### config.mk
export PLATFORM = sky130hd
export DESIGN_NAME = uic_codec
export DESIGN_NICKNAME = d
export VERILOG_FILES = /design/src/uic_pkg.sv /design/src/uic_codec.sv /design/src/uic_fifo.sv
export SDC_FILE = /design/constraint.sdc
export NUM_CORES = 1
export LEC_CHECK = 0
export BUFFER_PORTS_ARGS = -buffer_cell sky130_fd_sc_hd__buf_2
export CORE_ASPECT_RATIO = 1.75
export CORE_MARGIN = 8
export CORE_UTILIZATION = 25
export DETAILED_ROUTE_END_ITERATION = 7
export GPL_ROUTABILITY_DRIVEN = 0
export GPL_TIMING_DRIVEN = 0
export PLACE_DENSITY = 0.46
export SLEW_MARGIN = 20
export SYNTH_ARGS = -nofsm -noshare
export SYNTH_HDL_FRONTEND = slang
export SYNTH_SLANG_ARGS = --single-unit
### constraint.sdc
create_clock -name clk_sys -period 5.3 [get_ports clk_sys]
set_input_delay 0.53 -clock clk_sys [delete_from_list [all_inputs] [get_ports clk_sys]]
set_output_delay 0.53 -clock clk_sys [all_outputs]
set_load 0.03 [all_outputs]
### src/uic_pkg.sv
// Package with constants and types for the infrared pulse codec
package uic_pkg;
    localparam int SUB_PER_BIT = 16;
    localparam logic [3:0] TX_PULSE_START = 4'h7;
    localparam logic [3:0] TX_PULSE_END = 4'ha;
    localparam logic [3:0] SUB_LAST = 4'hf;
    localparam logic [3:0] SUB_MID = 4'h7;
    localparam logic [3:0] FRAME_BITS = 4'ha;
    localparam logic [2:0] BAUD_SOFT_SEL = 3'h7;
    localparam logic [7:0] CMD_CHANGE = 8'h11;
    localparam logic [7:0] CODE_768 = 8'h87;
    localparam logic [7:0] CODE_384 = 8'h8b;
    localparam logic [7:0] CODE_192 = 8'h85;
    localparam logic [7:0] CODE_128 = 8'h83;
    localparam logic [7:0] CODE_64 = 8'h81;
    localparam logic [9:0] DIV_768 = 10'h300;
    localparam logic [9:0] DIV_384 = 10'h180;
    localparam logic [9:0] DIV_192 = 10'h0c0;
    localparam logic [9:0] DIV_128 = 10'h080;
    localparam logic [9:0] DIV_64 = 10'h040;
    localparam int WAKE_TOSC = 1000;
    localparam logic [10:0] WAKE_CYCLES = 11'(WAKE_TOSC);
    localparam int FIFO_DEPTH = 32;
    localparam int FIFO_WIDTH = 8;

    typedef enum logic [1:0] {
        UIC_ST_RESET = 2'b00,
        UIC_ST_WAKE = 2'b01,
        UIC_ST_RUN = 2'b10,
        UIC_ST_OFF = 2'b11
    } uic_state_t;

    typedef struct packed {
        logic enable;
        logic cmdMode;
        logic [2:0] baudSel;
    } uic_ctrl_t;
endpackage : uic_pkg
### src/uic_codec.sv
// Infrared pulse codec: UART to pulse encoder, pulse to UART decoder, baud control
`timescale 1ns/1ps
module uic_codec #(
    parameter int RESET_DELAY_CYCLES = 1024
) (
    input wire logic clk_sys,
    input wire logic sys_rst,
    input wire logic resetPinN,
    input wire logic enablePin,
    input wire logic modePin,
    input wire logic [2:0] baud_select_pins,
    input wire logic uartIn,
    output logic uartOut,
    input wire logic ir_pulse_in,
    output logic ir_pulse_out,
    output logic running,
    output logic [9:0] divisorNow
);
    initial begin
        if (RESET_DELAY_CYCLES < 1) $error("uic_codec: reset delay must be positive");
    end

    // Two-stage synchronisers for every pin
    localparam int NS = 8;
    logic [NS-1:0] pinMeta_r;
    logic [NS-1:0] pinSync_r;
    always_ff @(posedge clk_sys) begin
        pinMeta_r <= {resetPinN, enablePin, modePin, baud_select_pins, uartIn, ir_pulse_in};
        pinSync_r <= pinMeta_r;
    end
    uic_pkg::uic_ctrl_t ctrl;
    assign ctrl = '{enable: pinSync_r[6], cmdMode: !pinSync_r[5], baudSel: pinSync_r[4:2]};
    wire rstPinN = pinSync_r[7];
    wire txLine = pinSync_r[1];
    wire irLine = pinSync_r[0];

    // Power and reset sequencing
    uic_pkg::uic_state_t state_r;
    logic [31:0] delay_r;
    always_ff @(posedge clk_sys) begin
        if (sys_rst) begin
            state_r <= uic_pkg::UIC_ST_RESET;
            delay_r <= '0;
        end else if (!rstPinN) begin
            state_r <= uic_pkg::UIC_ST_RESET;
            delay_r <= '0;
        end else begin
            unique case (state_r)
                uic_pkg::UIC_ST_RESET: begin
                    delay_r <= delay_r + 1;
                    if (delay_r == 32'(RESET_DELAY_CYCLES - 1)) state_r <= uic_pkg::UIC_ST_RUN;
                end
                uic_pkg::UIC_ST_RUN: begin
                    delay_r <= '0;
                    if (!ctrl.enable) state_r <= uic_pkg::UIC_ST_OFF;
                end
                uic_pkg::UIC_ST_OFF: begin
                    delay_r <= '0;
                    if (ctrl.enable) state_r <= uic_pkg::UIC_ST_WAKE;
                end
                uic_pkg::UIC_ST_WAKE: begin
                    delay_r <= delay_r + 1;
                    if (!ctrl.enable) state_r <= uic_pkg::UIC_ST_OFF;
                    else if (delay_r == 32'(uic_pkg::WAKE_CYCLES) - 1) state_r <= uic_pkg::UIC_ST_RUN;
                end
            endcase
        end
    end
    wire live = state_r == uic_pkg::UIC_ST_RUN;

    // Baud divisor selection
    function automatic logic [9:0] hwDiv(input logic [2:0] sel);
        unique case (sel)
            3'h0: hwDiv = uic_pkg::DIV_768;
            3'h1: hwDiv = uic_pkg::DIV_384;
            3'h2: hwDiv = uic_pkg::DIV_192;
            3'h3: hwDiv = uic_pkg::DIV_128;
            3'h4: hwDiv = uic_pkg::DIV_64;
            default: hwDiv = uic_pkg::DIV_768;
        endcase
    endfunction
    function automatic logic [10:0] codeDiv(input logic [7:0] code);
        unique case (code)
            uic_pkg::CODE_768: codeDiv = {1'b1, uic_pkg::DIV_768};
            uic_pkg::CODE_384: codeDiv = {1'b1, uic_pkg::DIV_384};
            uic_pkg::CODE_192: codeDiv = {1'b1, uic_pkg::DIV_192};
            uic_pkg::CODE_128: codeDiv = {1'b1, uic_pkg::DIV_128};
            uic_pkg::CODE_64: codeDiv = {1'b1, uic_pkg::DIV_64};
            default: codeDiv = 11'h000; // Reserved codes ignored
        endcase
    endfunction
    wire softSel = ctrl.baudSel == uic_pkg::BAUD_SOFT_SEL;
    logic [9:0] softDiv_r;
    logic [9:0] lastCode_r;
    logic pendApply_r;
    wire [9:0] divisor = softSel ? softDiv_r : hwDiv(ctrl.baudSel);

    // Sub-bit clock prescaler, restarted on each start edge
    wire [5:0] subDiv = divisor[9:4];
    logic [5:0] preCnt_r;
    logic restart;
    wire subTick = preCnt_r == subDiv - 6'h01;
    always_ff @(posedge clk_sys) begin
        if (sys_rst || restart) preCnt_r <= '0;
        else if (subTick) preCnt_r <= '0;
        else preCnt_r <= preCnt_r + 6'h01;
    end

    // Shared framer: one frame at a time, half duplex
    logic busy_r;
    logic fromIr_r;
    logic [3:0] sub_r;
    logic [3:0] bitIdx_r;
    logic curBit_r;
    logic irSeenLow_r;
    logic [7:0] shift_r;
    logic txPrev_r;
    logic irPrev_r;
    always_ff @(posedge clk_sys) begin
        txPrev_r <= txLine;
        irPrev_r <= irLine;
    end
    wire txFall = txPrev_r && !txLine;
    wire irFall = irPrev_r && !irLine;
    wire bitEnd = busy_r && subTick && sub_r == uic_pkg::SUB_LAST;
    wire rxFrameDone = bitEnd && fromIr_r && bitIdx_r == uic_pkg::FRAME_BITS - 4'h1;
    wire txFrameDone = bitEnd && !fromIr_r && bitIdx_r == uic_pkg::FRAME_BITS - 4'h1;
    // A start edge from the same source on a frame's last tick is kept, so back-to-back bytes are not lost
    wire startTx = live && (!busy_r || txFrameDone) && txFall;
    wire startIr = live && (!busy_r || rxFrameDone) && !ctrl.cmdMode && !txFall && irFall;
    assign restart = startTx || startIr;
    logic byteDone;
    always_ff @(posedge clk_sys) begin
        if (sys_rst || !live) begin
            busy_r <= 1'b0;
            fromIr_r <= 1'b0;
            sub_r <= '0;
            bitIdx_r <= '0;
            curBit_r <= 1'b1;
            irSeenLow_r <= 1'b0;
            shift_r <= '0;
        end else if (restart) begin
            busy_r <= 1'b1;
            fromIr_r <= startIr;
            sub_r <= '0;
            bitIdx_r <= '0;
            curBit_r <= 1'b0;
            irSeenLow_r <= startIr;
        end else if (busy_r && subTick) begin
            sub_r <= sub_r + 4'h1;
            if (fromIr_r && !irLine) irSeenLow_r <= 1'b1;
            // Host level taken one tick before the pulse slot, so the slot sees it whole
            if (!fromIr_r && sub_r == uic_pkg::SUB_MID - 4'h1 && bitIdx_r != 4'h0) curBit_r <= txLine;
            if (sub_r == uic_pkg::SUB_LAST) begin
                bitIdx_r <= bitIdx_r + 4'h1;
                irSeenLow_r <= 1'b0;
                if (fromIr_r) begin
                    // Last tick skipped: it may already see the next bit's pulse
                    curBit_r <= !irSeenLow_r;
                    if (rxFrameDone) busy_r <= 1'b0; // Frame ends after the stop bit's last tick
                end else begin
                    if (bitIdx_r >= 4'h1 && bitIdx_r <= 4'h8) shift_r <= {curBit_r, shift_r[7:1]};
                    if (txFrameDone) busy_r <= 1'b0;
                    curBit_r <= 1'b1;
                end
            end
        end
    end
    assign byteDone = txFrameDone && ctrl.cmdMode;

    // Command bytes queued for decoding; drained at one byte a cycle
    logic fifoValid;
    logic [7:0] fifoData;
    uic_fifo #(.WIDTH(uic_pkg::FIFO_WIDTH), .DEPTH(uic_pkg::FIFO_DEPTH)) cmdQueue (
        .clk_sys(clk_sys),
        .sys_rst(sys_rst),
        .inValid(byteDone),
        .inReady(),
        .inData(shift_r),
        .outValid(fifoValid),
        .outReady(1'b1),
        .outData(fifoData)
    );
    logic [10:0] decoded;
    assign decoded = codeDiv(fifoData);
    always_ff @(posedge clk_sys) begin
        if (sys_rst || state_r == uic_pkg::UIC_ST_RESET) begin
            softDiv_r <= uic_pkg::DIV_768;
            lastCode_r <= uic_pkg::DIV_768;
            pendApply_r <= 1'b0;
        end else begin
            if (fifoValid && decoded[10]) lastCode_r <= decoded[9:0];
            // Echo stop already ended when the byte was queued
            if (pendApply_r && !busy_r) begin
                softDiv_r <= lastCode_r;
                pendApply_r <= 1'b0;
            end
            // A new change command wins over the clear
            if (fifoValid && fifoData == uic_pkg::CMD_CHANGE) pendApply_r <= 1'b1;
        end
    end

    // Output pins, registered
    always_ff @(posedge clk_sys) begin
        if (sys_rst || !live) begin
            uartOut <= 1'b1;
            ir_pulse_out <= 1'b0;
        end else if (ctrl.cmdMode) begin
            uartOut <= txLine;
            ir_pulse_out <= 1'b0;
        end else begin
            // One bit of lag: a bit is known only once its time has ended
            uartOut <= (busy_r && fromIr_r && bitIdx_r != 4'h0) ? curBit_r : 1'b1;
            ir_pulse_out <= busy_r && !fromIr_r && !curBit_r && sub_r >= uic_pkg::TX_PULSE_START
                && sub_r < uic_pkg::TX_PULSE_END;
        end
    end
    always_ff @(posedge clk_sys) begin
        if (sys_rst) begin
            running <= 1'b0;
            divisorNow <= uic_pkg::DIV_768;
        end else begin
            running <= live;
            divisorNow <= divisor;
        end
    end
endmodule : uic_codec

### src/uic_fifo.sv
// Byte FIFO holding command-mode bytes awaiting baud decoding
`timescale 1ns/1ps
module uic_fifo #(
    parameter int WIDTH = 8,
    parameter int DEPTH = 32
) (
    input wire logic clk_sys,
    input wire logic sys_rst,
    input wire logic inValid,
    output logic inReady,
    input wire logic [WIDTH-1:0] inData,
    output logic outValid,
    input wire logic outReady,
    output logic [WIDTH-1:0] outData
);
    localparam int AW = $clog2(DEPTH);
    initial begin
        if (DEPTH < 2 || (1 << AW) != DEPTH || WIDTH < 1) $error("uic_fifo: bad size");
    end
    logic [WIDTH-1:0] mem [DEPTH];
    logic [AW:0] wrPtr_r;
    logic [AW:0] rdPtr_r;
    wire full = (wrPtr_r[AW] != rdPtr_r[AW]) && (wrPtr_r[AW-1:0] == rdPtr_r[AW-1:0]);
    wire empty = wrPtr_r == rdPtr_r;
    assign inReady = !full;
    assign outValid = !empty;
    assign outData = mem[rdPtr_r[AW-1:0]];
    always_ff @(posedge clk_sys) begin
        if (inValid && !full) begin
            mem[wrPtr_r[AW-1:0]] <= inData;
        end
    end
    always_ff @(posedge clk_sys) begin
        if (sys_rst) begin
            wrPtr_r <= '0;
            rdPtr_r <= '0;
        end else begin
            if (inValid && !full) wrPtr_r <= wrPtr_r + 1'b1;
            if (outReady && !empty) rdPtr_r <= rdPtr_r + 1'b1;
        end
    end
endmodule : uic_fifo

Word-level counts from Yosys, hierarchy flattened --
Memory sizes are Yosys's and may differ from the RTL's. A register that Yosys moved wholly into a read port is not among the register bits. Index checks and enable logic that the tools add are counted.
Cells by class: add/sub/neg operators 7, magnitude comparators 4, eq/ne operators 28, multiplexer cells 33, bitwise operators 4, reductions and logical operators 67
Operators with widths (count):
- equality test 32 x 10 -> 1 bit, second input constant | 2
- one-hot mux 32 bit (2 select lines) | 1
- one-hot mux 11 bit (5 select lines) | 1
- equality test 8 bit, second input constant | 5
- one-hot mux 10 bit (4 select lines) | 1
- adder 32 x 1 -> 32 bit, second input constant | 1
- logical AND 1 bit | 30
- two-way mux 1 bit | 21
- adder 6 x 1 -> 6 bit, second input constant | 3
- equality test 6 bit | 2
- OR reduction 2 bit | 6
- zero test 1 bit | 11
- two-way mux 10 bit | 1
- two-way mux 2 bit | 5
- two-way mux 5 bit | 2
- nonzero test 3 bit | 3
- adder 4 x 1 -> 4 bit, second input constant | 2
- equality test 4 bit, second input constant | 2
- equality test 8 x 5 -> 1 bit, second input constant | 1
- one-hot mux 2 bit (4 select lines) | 1
- AND reduction 4 bit | 2
- equality test 3 x 2 -> 1 bit, second input constant | 2
- equality test 3 bit, second input constant | 2
- logical OR 1 bit | 6
- 20 further kinds | 30
Storage, ports and cells: flip-flop bits (word level) 124, bits in writable memories 256, memories 1
Memory list:
- cmdQueue.mem | words 32, bits a word 8, read ports 1, clocked after memory_dff 1, wr ports 1, RTL line uic_fifo.sv:20 | logic [WIDTH-1:0] mem [DEPTH];

Logic depth before layout (Yosys ltp) --
depth after elaboration 17, depth in mapped cells 13

By module --
From an unflattened synthesis, not the netlist that was laid out.
Unflattened totals: cells, all modules 946, area total of the unflattened synthesis 14699.1 µm²
Modules (own cells, without submodules):
- uic_fifo | times used 1, cells each 493, area an instance 10661.5 µm², sequential area each 8027.7 µm²
- uic_codec | times used 1, cells each 453, area an instance 4037.6 µm², sequential area each 1881.8 µm²

Worst setup path before layout --
Ideal clock, no wire load.
path kind register to register, start point reg pinSync_r[4], end point mem cmdQueue.mem[13][0], enable pin, arrival 2805 ps, data required time 4930 ps, slack 2125 ps, stages on the path, launching flop included 14, buffers on the path 2, period minus slack after synthesis 3175 ps, cells stage by stage dfxtp_1 > inv_1 > nand2_1 > a21boi_0 > ha_1 > xor2_1 > and3_1 > o2111ai_1 > nor4bb_1 > clkbuf_1 > and2_1 > clkbuf_1 > nand2_1 > nor2_1
On the way: cells in the longest elaborated chain, start to end 13
RTL lines:
- from (decl) | RTL line uic_codec.sv:26 | logic [NS-1:0] pinSync_r;
- from (signal assigned) | RTL line uic_codec.sv:29 | pinSync_r <= pinMeta_r;
- equality test 3 bit, or another cell as far along | RTL line uic_codec.sv:73 | unique case (sel)
- one-hot mux 10 bit (4 select lines) | RTL line uic_codec.sv:73
- two-way mux 10 bit (*) | RTL line uic_codec.sv:96 | wire [9:0] divisor = softSel ? softDiv_r : hwDiv(ctrl.baudSel);
- subtractor 6 x 1 -> 6 bit (*) | RTL line uic_codec.sv:102 | wire subTick = preCnt_r == subDiv - 6'h01;
- equality test 6 bit (*) | RTL line uic_codec.sv:102
- logical AND 1 bit (*) (2 in a row) | RTL line uic_codec.sv:125 | wire bitEnd = busy_r && subTick && sub_r == uic_pkg::SUB_LAST;
- logical AND 1 bit (*) (2 in a row) | RTL line uic_codec.sv:127 | wire txFrameDone = bitEnd && !fromIr_r && bitIdx_r == uic_pkg::FRAME_BITS - 4'h1;
- logical AND 1 bit (*) | RTL line uic_codec.sv:169 | assign byteDone = txFrameDone && ctrl.cmdMode;
- logical AND 1 bit (*) | RTL line uic_fifo.sv:29 | if (inValid && !full) begin
- two-way mux 1 bit (*) | RTL line uic_fifo.sv:29
- two-way mux 1 bit (implied by the code) (*) | RTL line uic_fifo.sv:30 | mem[wrPtr_r[AW-1:0]] <= inData;
- to (decl) | RTL line uic_fifo.sv:20
Every way passes the cells marked *; elsewhere a longest branch is shown, timed or not.

Worst setup path after layout --
start point reg pinSync_r[4], end point mem cmdQueue.mem[5][3], enable pin
Same word-level chain as after synthesis.

==> flow_metrics.py <==
metrics = {
    "clock_network": {
        "cts_setup_buffers": 0,
        "clockBufferDepth": 3,
        "clk_latency_ps": 520,
        "numCtsBuffers": 34,
        "clock-sinks": 367,
        "clk_pin_slew_ps": 70,
        "cts_hold_buf": 0,
        "post_cts_resized": 0,
        "cts_tree": "yes",
        "cts_root_buf": "clkbuf_16",
        "ctsHtreeMaxLevel": 2,
    },
    "place": {
        "dp_hpwl_mm": 27.2,
        "io_buffers": 15,
    },
    "sta": {
        "rsz0062_at_grt": "no",
        "period_share_pct": 82.5,
        "fin_crit_ps": 4370,
        "final.setup.tns_ps": 0,
        "skew_ps": 10.4,
        "max_slew.worst_pin.slew_ps": 1060,
        "finalMaxSlewViolations": 0,
        "fmax_ghz": 0.229,
        "setup_viol": 0,
        "slew_headroom_pct": 29.2,
        "final-hold-violation-count": 0,
    },
    "yosys": {
        "synth_top_area_share_pct": 52.4,
        "yosysMostFrequentCell": "edfxtp_1",
        "yosysTopAreaCell": "edfxtp_1",
        "synth_cell_types": 68,
        "synthesis.area_um2": 14700,
        "ys_seq_area_share_pct": 67.6,
        "avgSynthCellArea_um2": 14.4,
        "synth_warnings": 0,
        "synth_edf_count": 256,
        "synthCells": 1018,
        "async_flop_share_pct": 0,
        "synthTopCellsByArea": "edfxtp_1, dfxtp_1, mux4_2, mux2i_1, nor2_1",
        "ys_ff_latch": 367,
        "synthFlopType": "edfxtp_1",
        "synth_top_cells_by_count": "edfxtp_1, nor2_1, dfxtp_1, mux2i_1, nand2_1",
    },
    "worst_setup_path": {
        "crit_type": "flip-flop to flip-flop",
        "crit_family": "simple AND/OR/NAND/NOR gates",
        "crit_slowest_cell": "nor2_1",
        "max_stage_delay_ps": 880,
        "crit_arrival_ps": 4510,
        "path_max_fanout": 8,
        "cp_cell_sequence": "inv_1 -> nand2_1 -> a21boi_0 -> ha_1 -> xor2_1 -> and3_1 -> o2111ai_1 -> nor4bb_1 -> clkbuf_1 -> and2_1 -> clkbuf_1 -> nand2_1 -> nor2_1",
        "cp_num_buf_inv": 3,
        "cp-start-kind": "flip-flop",
        "endpoint_kind": "flip-flop",
        "crit_required_ps": 5440,
    },
    "grt": {
        "grt_max_degree": 35,
        "grt_pass1_wl_mm": 57.0,
        "grtUsageTotal_pct": 11.6,
        "grt_pass1_vias": 8691,
        "overflow": 0,
        "antenna_found_initial": 0,
    },
    "power": {
        "p_leak_nw": 5.32,
        "vdd_drop_max_mv": 0.237,
        "cellPowerDensity_nw_per_um2": 352,
        "power_mw": 5.92,
    },
    "floorplan": {
        "die_w_um": 199,
        "die-area_um2": 67000,
        "die_h_um": 336,
        "start_util_pct": 25.2,
        "ios": 23,
        "core_um2": 58100,
        "fp-row-count": 117,
    },
    "detailed_routing": {
        "routed_wl_mm": 38.8,
        "firstDrtPassIters": 8,
        "wl_per_cell_um": 20.8,
        "drc": 0,
        "drtIter0Drc": 597,
        "final_antenna_net_count": 0,
        "route.vias.total": 8384,
        "vias_per_cell": 4.48,
    },
    "cells_and_area": {
        "fillers": 5852,
        "multi_input_area_um2": 4410,
        "drive_gt1_share_pct": 12.7,
        "syn_to_final_growth_pct": 14.8,
        "num_antenna_cells": 0,
        "nets": 1097,
        "seqCellArea_um2": 9920,
    },
    "outcome": {
        "status": "finished, final reports clean",
    },
    "min_path": {
        "hold_path_class": "primary input to flip-flop",
    },
    "flow_run": {
        "cap_viol_max_count": 0,
    },
}
worst reg2reg max path: cells and delay by family (launching register included):
kind	cells	cell delay (ps)
simple gates	6	2010
buf+inv	3	660
compound gates	2	490
flops	1	420
fa+ha+maj	1	230
xor+xnor	1	180
final timing paths:
kind | from | to | slack [ps] | cells past startpoint
worst min register to register | pinMeta_r[2] | pinSync_r[2] | 330 | 0
worst max register to register | pinSync_r[4] | cmdQueue.mem[5][3] | 930 | 13
worst min-delay path | ir_pulse_in | pinMeta_r[0] | 100 | 1
worst max-delay path | pinSync_r[4] | cmdQueue.mem[5][3] | 930 | 13
metrics by stage:
stage	instance area, µm²	setup WS (ps)	utilization (%)	cells	hold slack (ps)
2_1_floorplan	14700	2120	-	1023	310
3_3_place_gp	15700	893	27.1	1811	312
3_5_place_dp	15700	884	27.1	1811	312
4_1_cts	16800	853	29.0	1871	87.4
5_1_grt	16800	450	29.0	1871	92.0
6_report	16800	927	29.0	1871	105
cells by family after synthesis:
logic type / count (synthesis) / synth area share (%)
flops: 367 / 67.6
simple gates: 311 / 9.98
mux: 102 / 10.6
compound gates: 96 / 4.50
buf+inv: 66 / 2.47
xor+xnor: 62 / 3.70
fa+ha+maj: 13 / 1.11
other cells: 1 / 0.0256
flip-flops by register name, indices dropped and copies added (netlist names), 2 cells and up, named ones only:
name              cells
state_r               2
cmdQueue.wrPtr_r      6
bitIdx_r              4
pinMeta_r             8
sub_r                 4
cmdQueue.rdPtr_r      6
cmdQueue.mem        256
lastCode_r            4
shift_r               8
softDiv_r             4
divisorNow            4
preCnt_r              6
pinSync_r             8
delay_r              32
layout make-up:
cell class,count,share of cell area [%]
buffer,49,1.78
clock inverter,14,1.01
tap,773,5.75
clock buffer,46,5.51
inverter,17,0.379
sequential,367,58.9
timing repair buffer,15,0.446
multi-input combinational,590,26.2
layout by cell type (no fill, tap or decap), types with 18 or more instances in the layout:
master / instances
nand2_1: 52
mux4_2: 31
nand3_1: 18
nor2_1: 134
xnor2_1: 24
clkbuf_16: 35
buf_2: 25
dfxtp_1: 103
xor2_1: 38
nor3_1: 19
edfxtp_1: 256
mux2i_1: 61
clkbuf_1: 33
a21oi_1: 20
metal layers:
layer / GRT usage, % / up-vias / routed length (µm)
met2: 23.7 / 167 / 22500
met4: 5.03 / 0 / 1550
met3: 1.11 / 57 / 944
met5: 0 / - / 0
li1: - / 3904 / -
met1: 11.3 / 4256 / 13900
power by group:
group / total (mW) / switching (mW) / internal, mW / leakage, nW
registers: 3.05 / 0.0127 / 3.04 / 3.28
clock network: 2.48 / 1.06 / 1.43 / 0.540
logic: 0.384 / 0.242 / 0.143 / 1.50
total: 5.92 / 1.31 / 4.61 / 5.32
No activity file was read; power rests on OpenSTA's default activity.
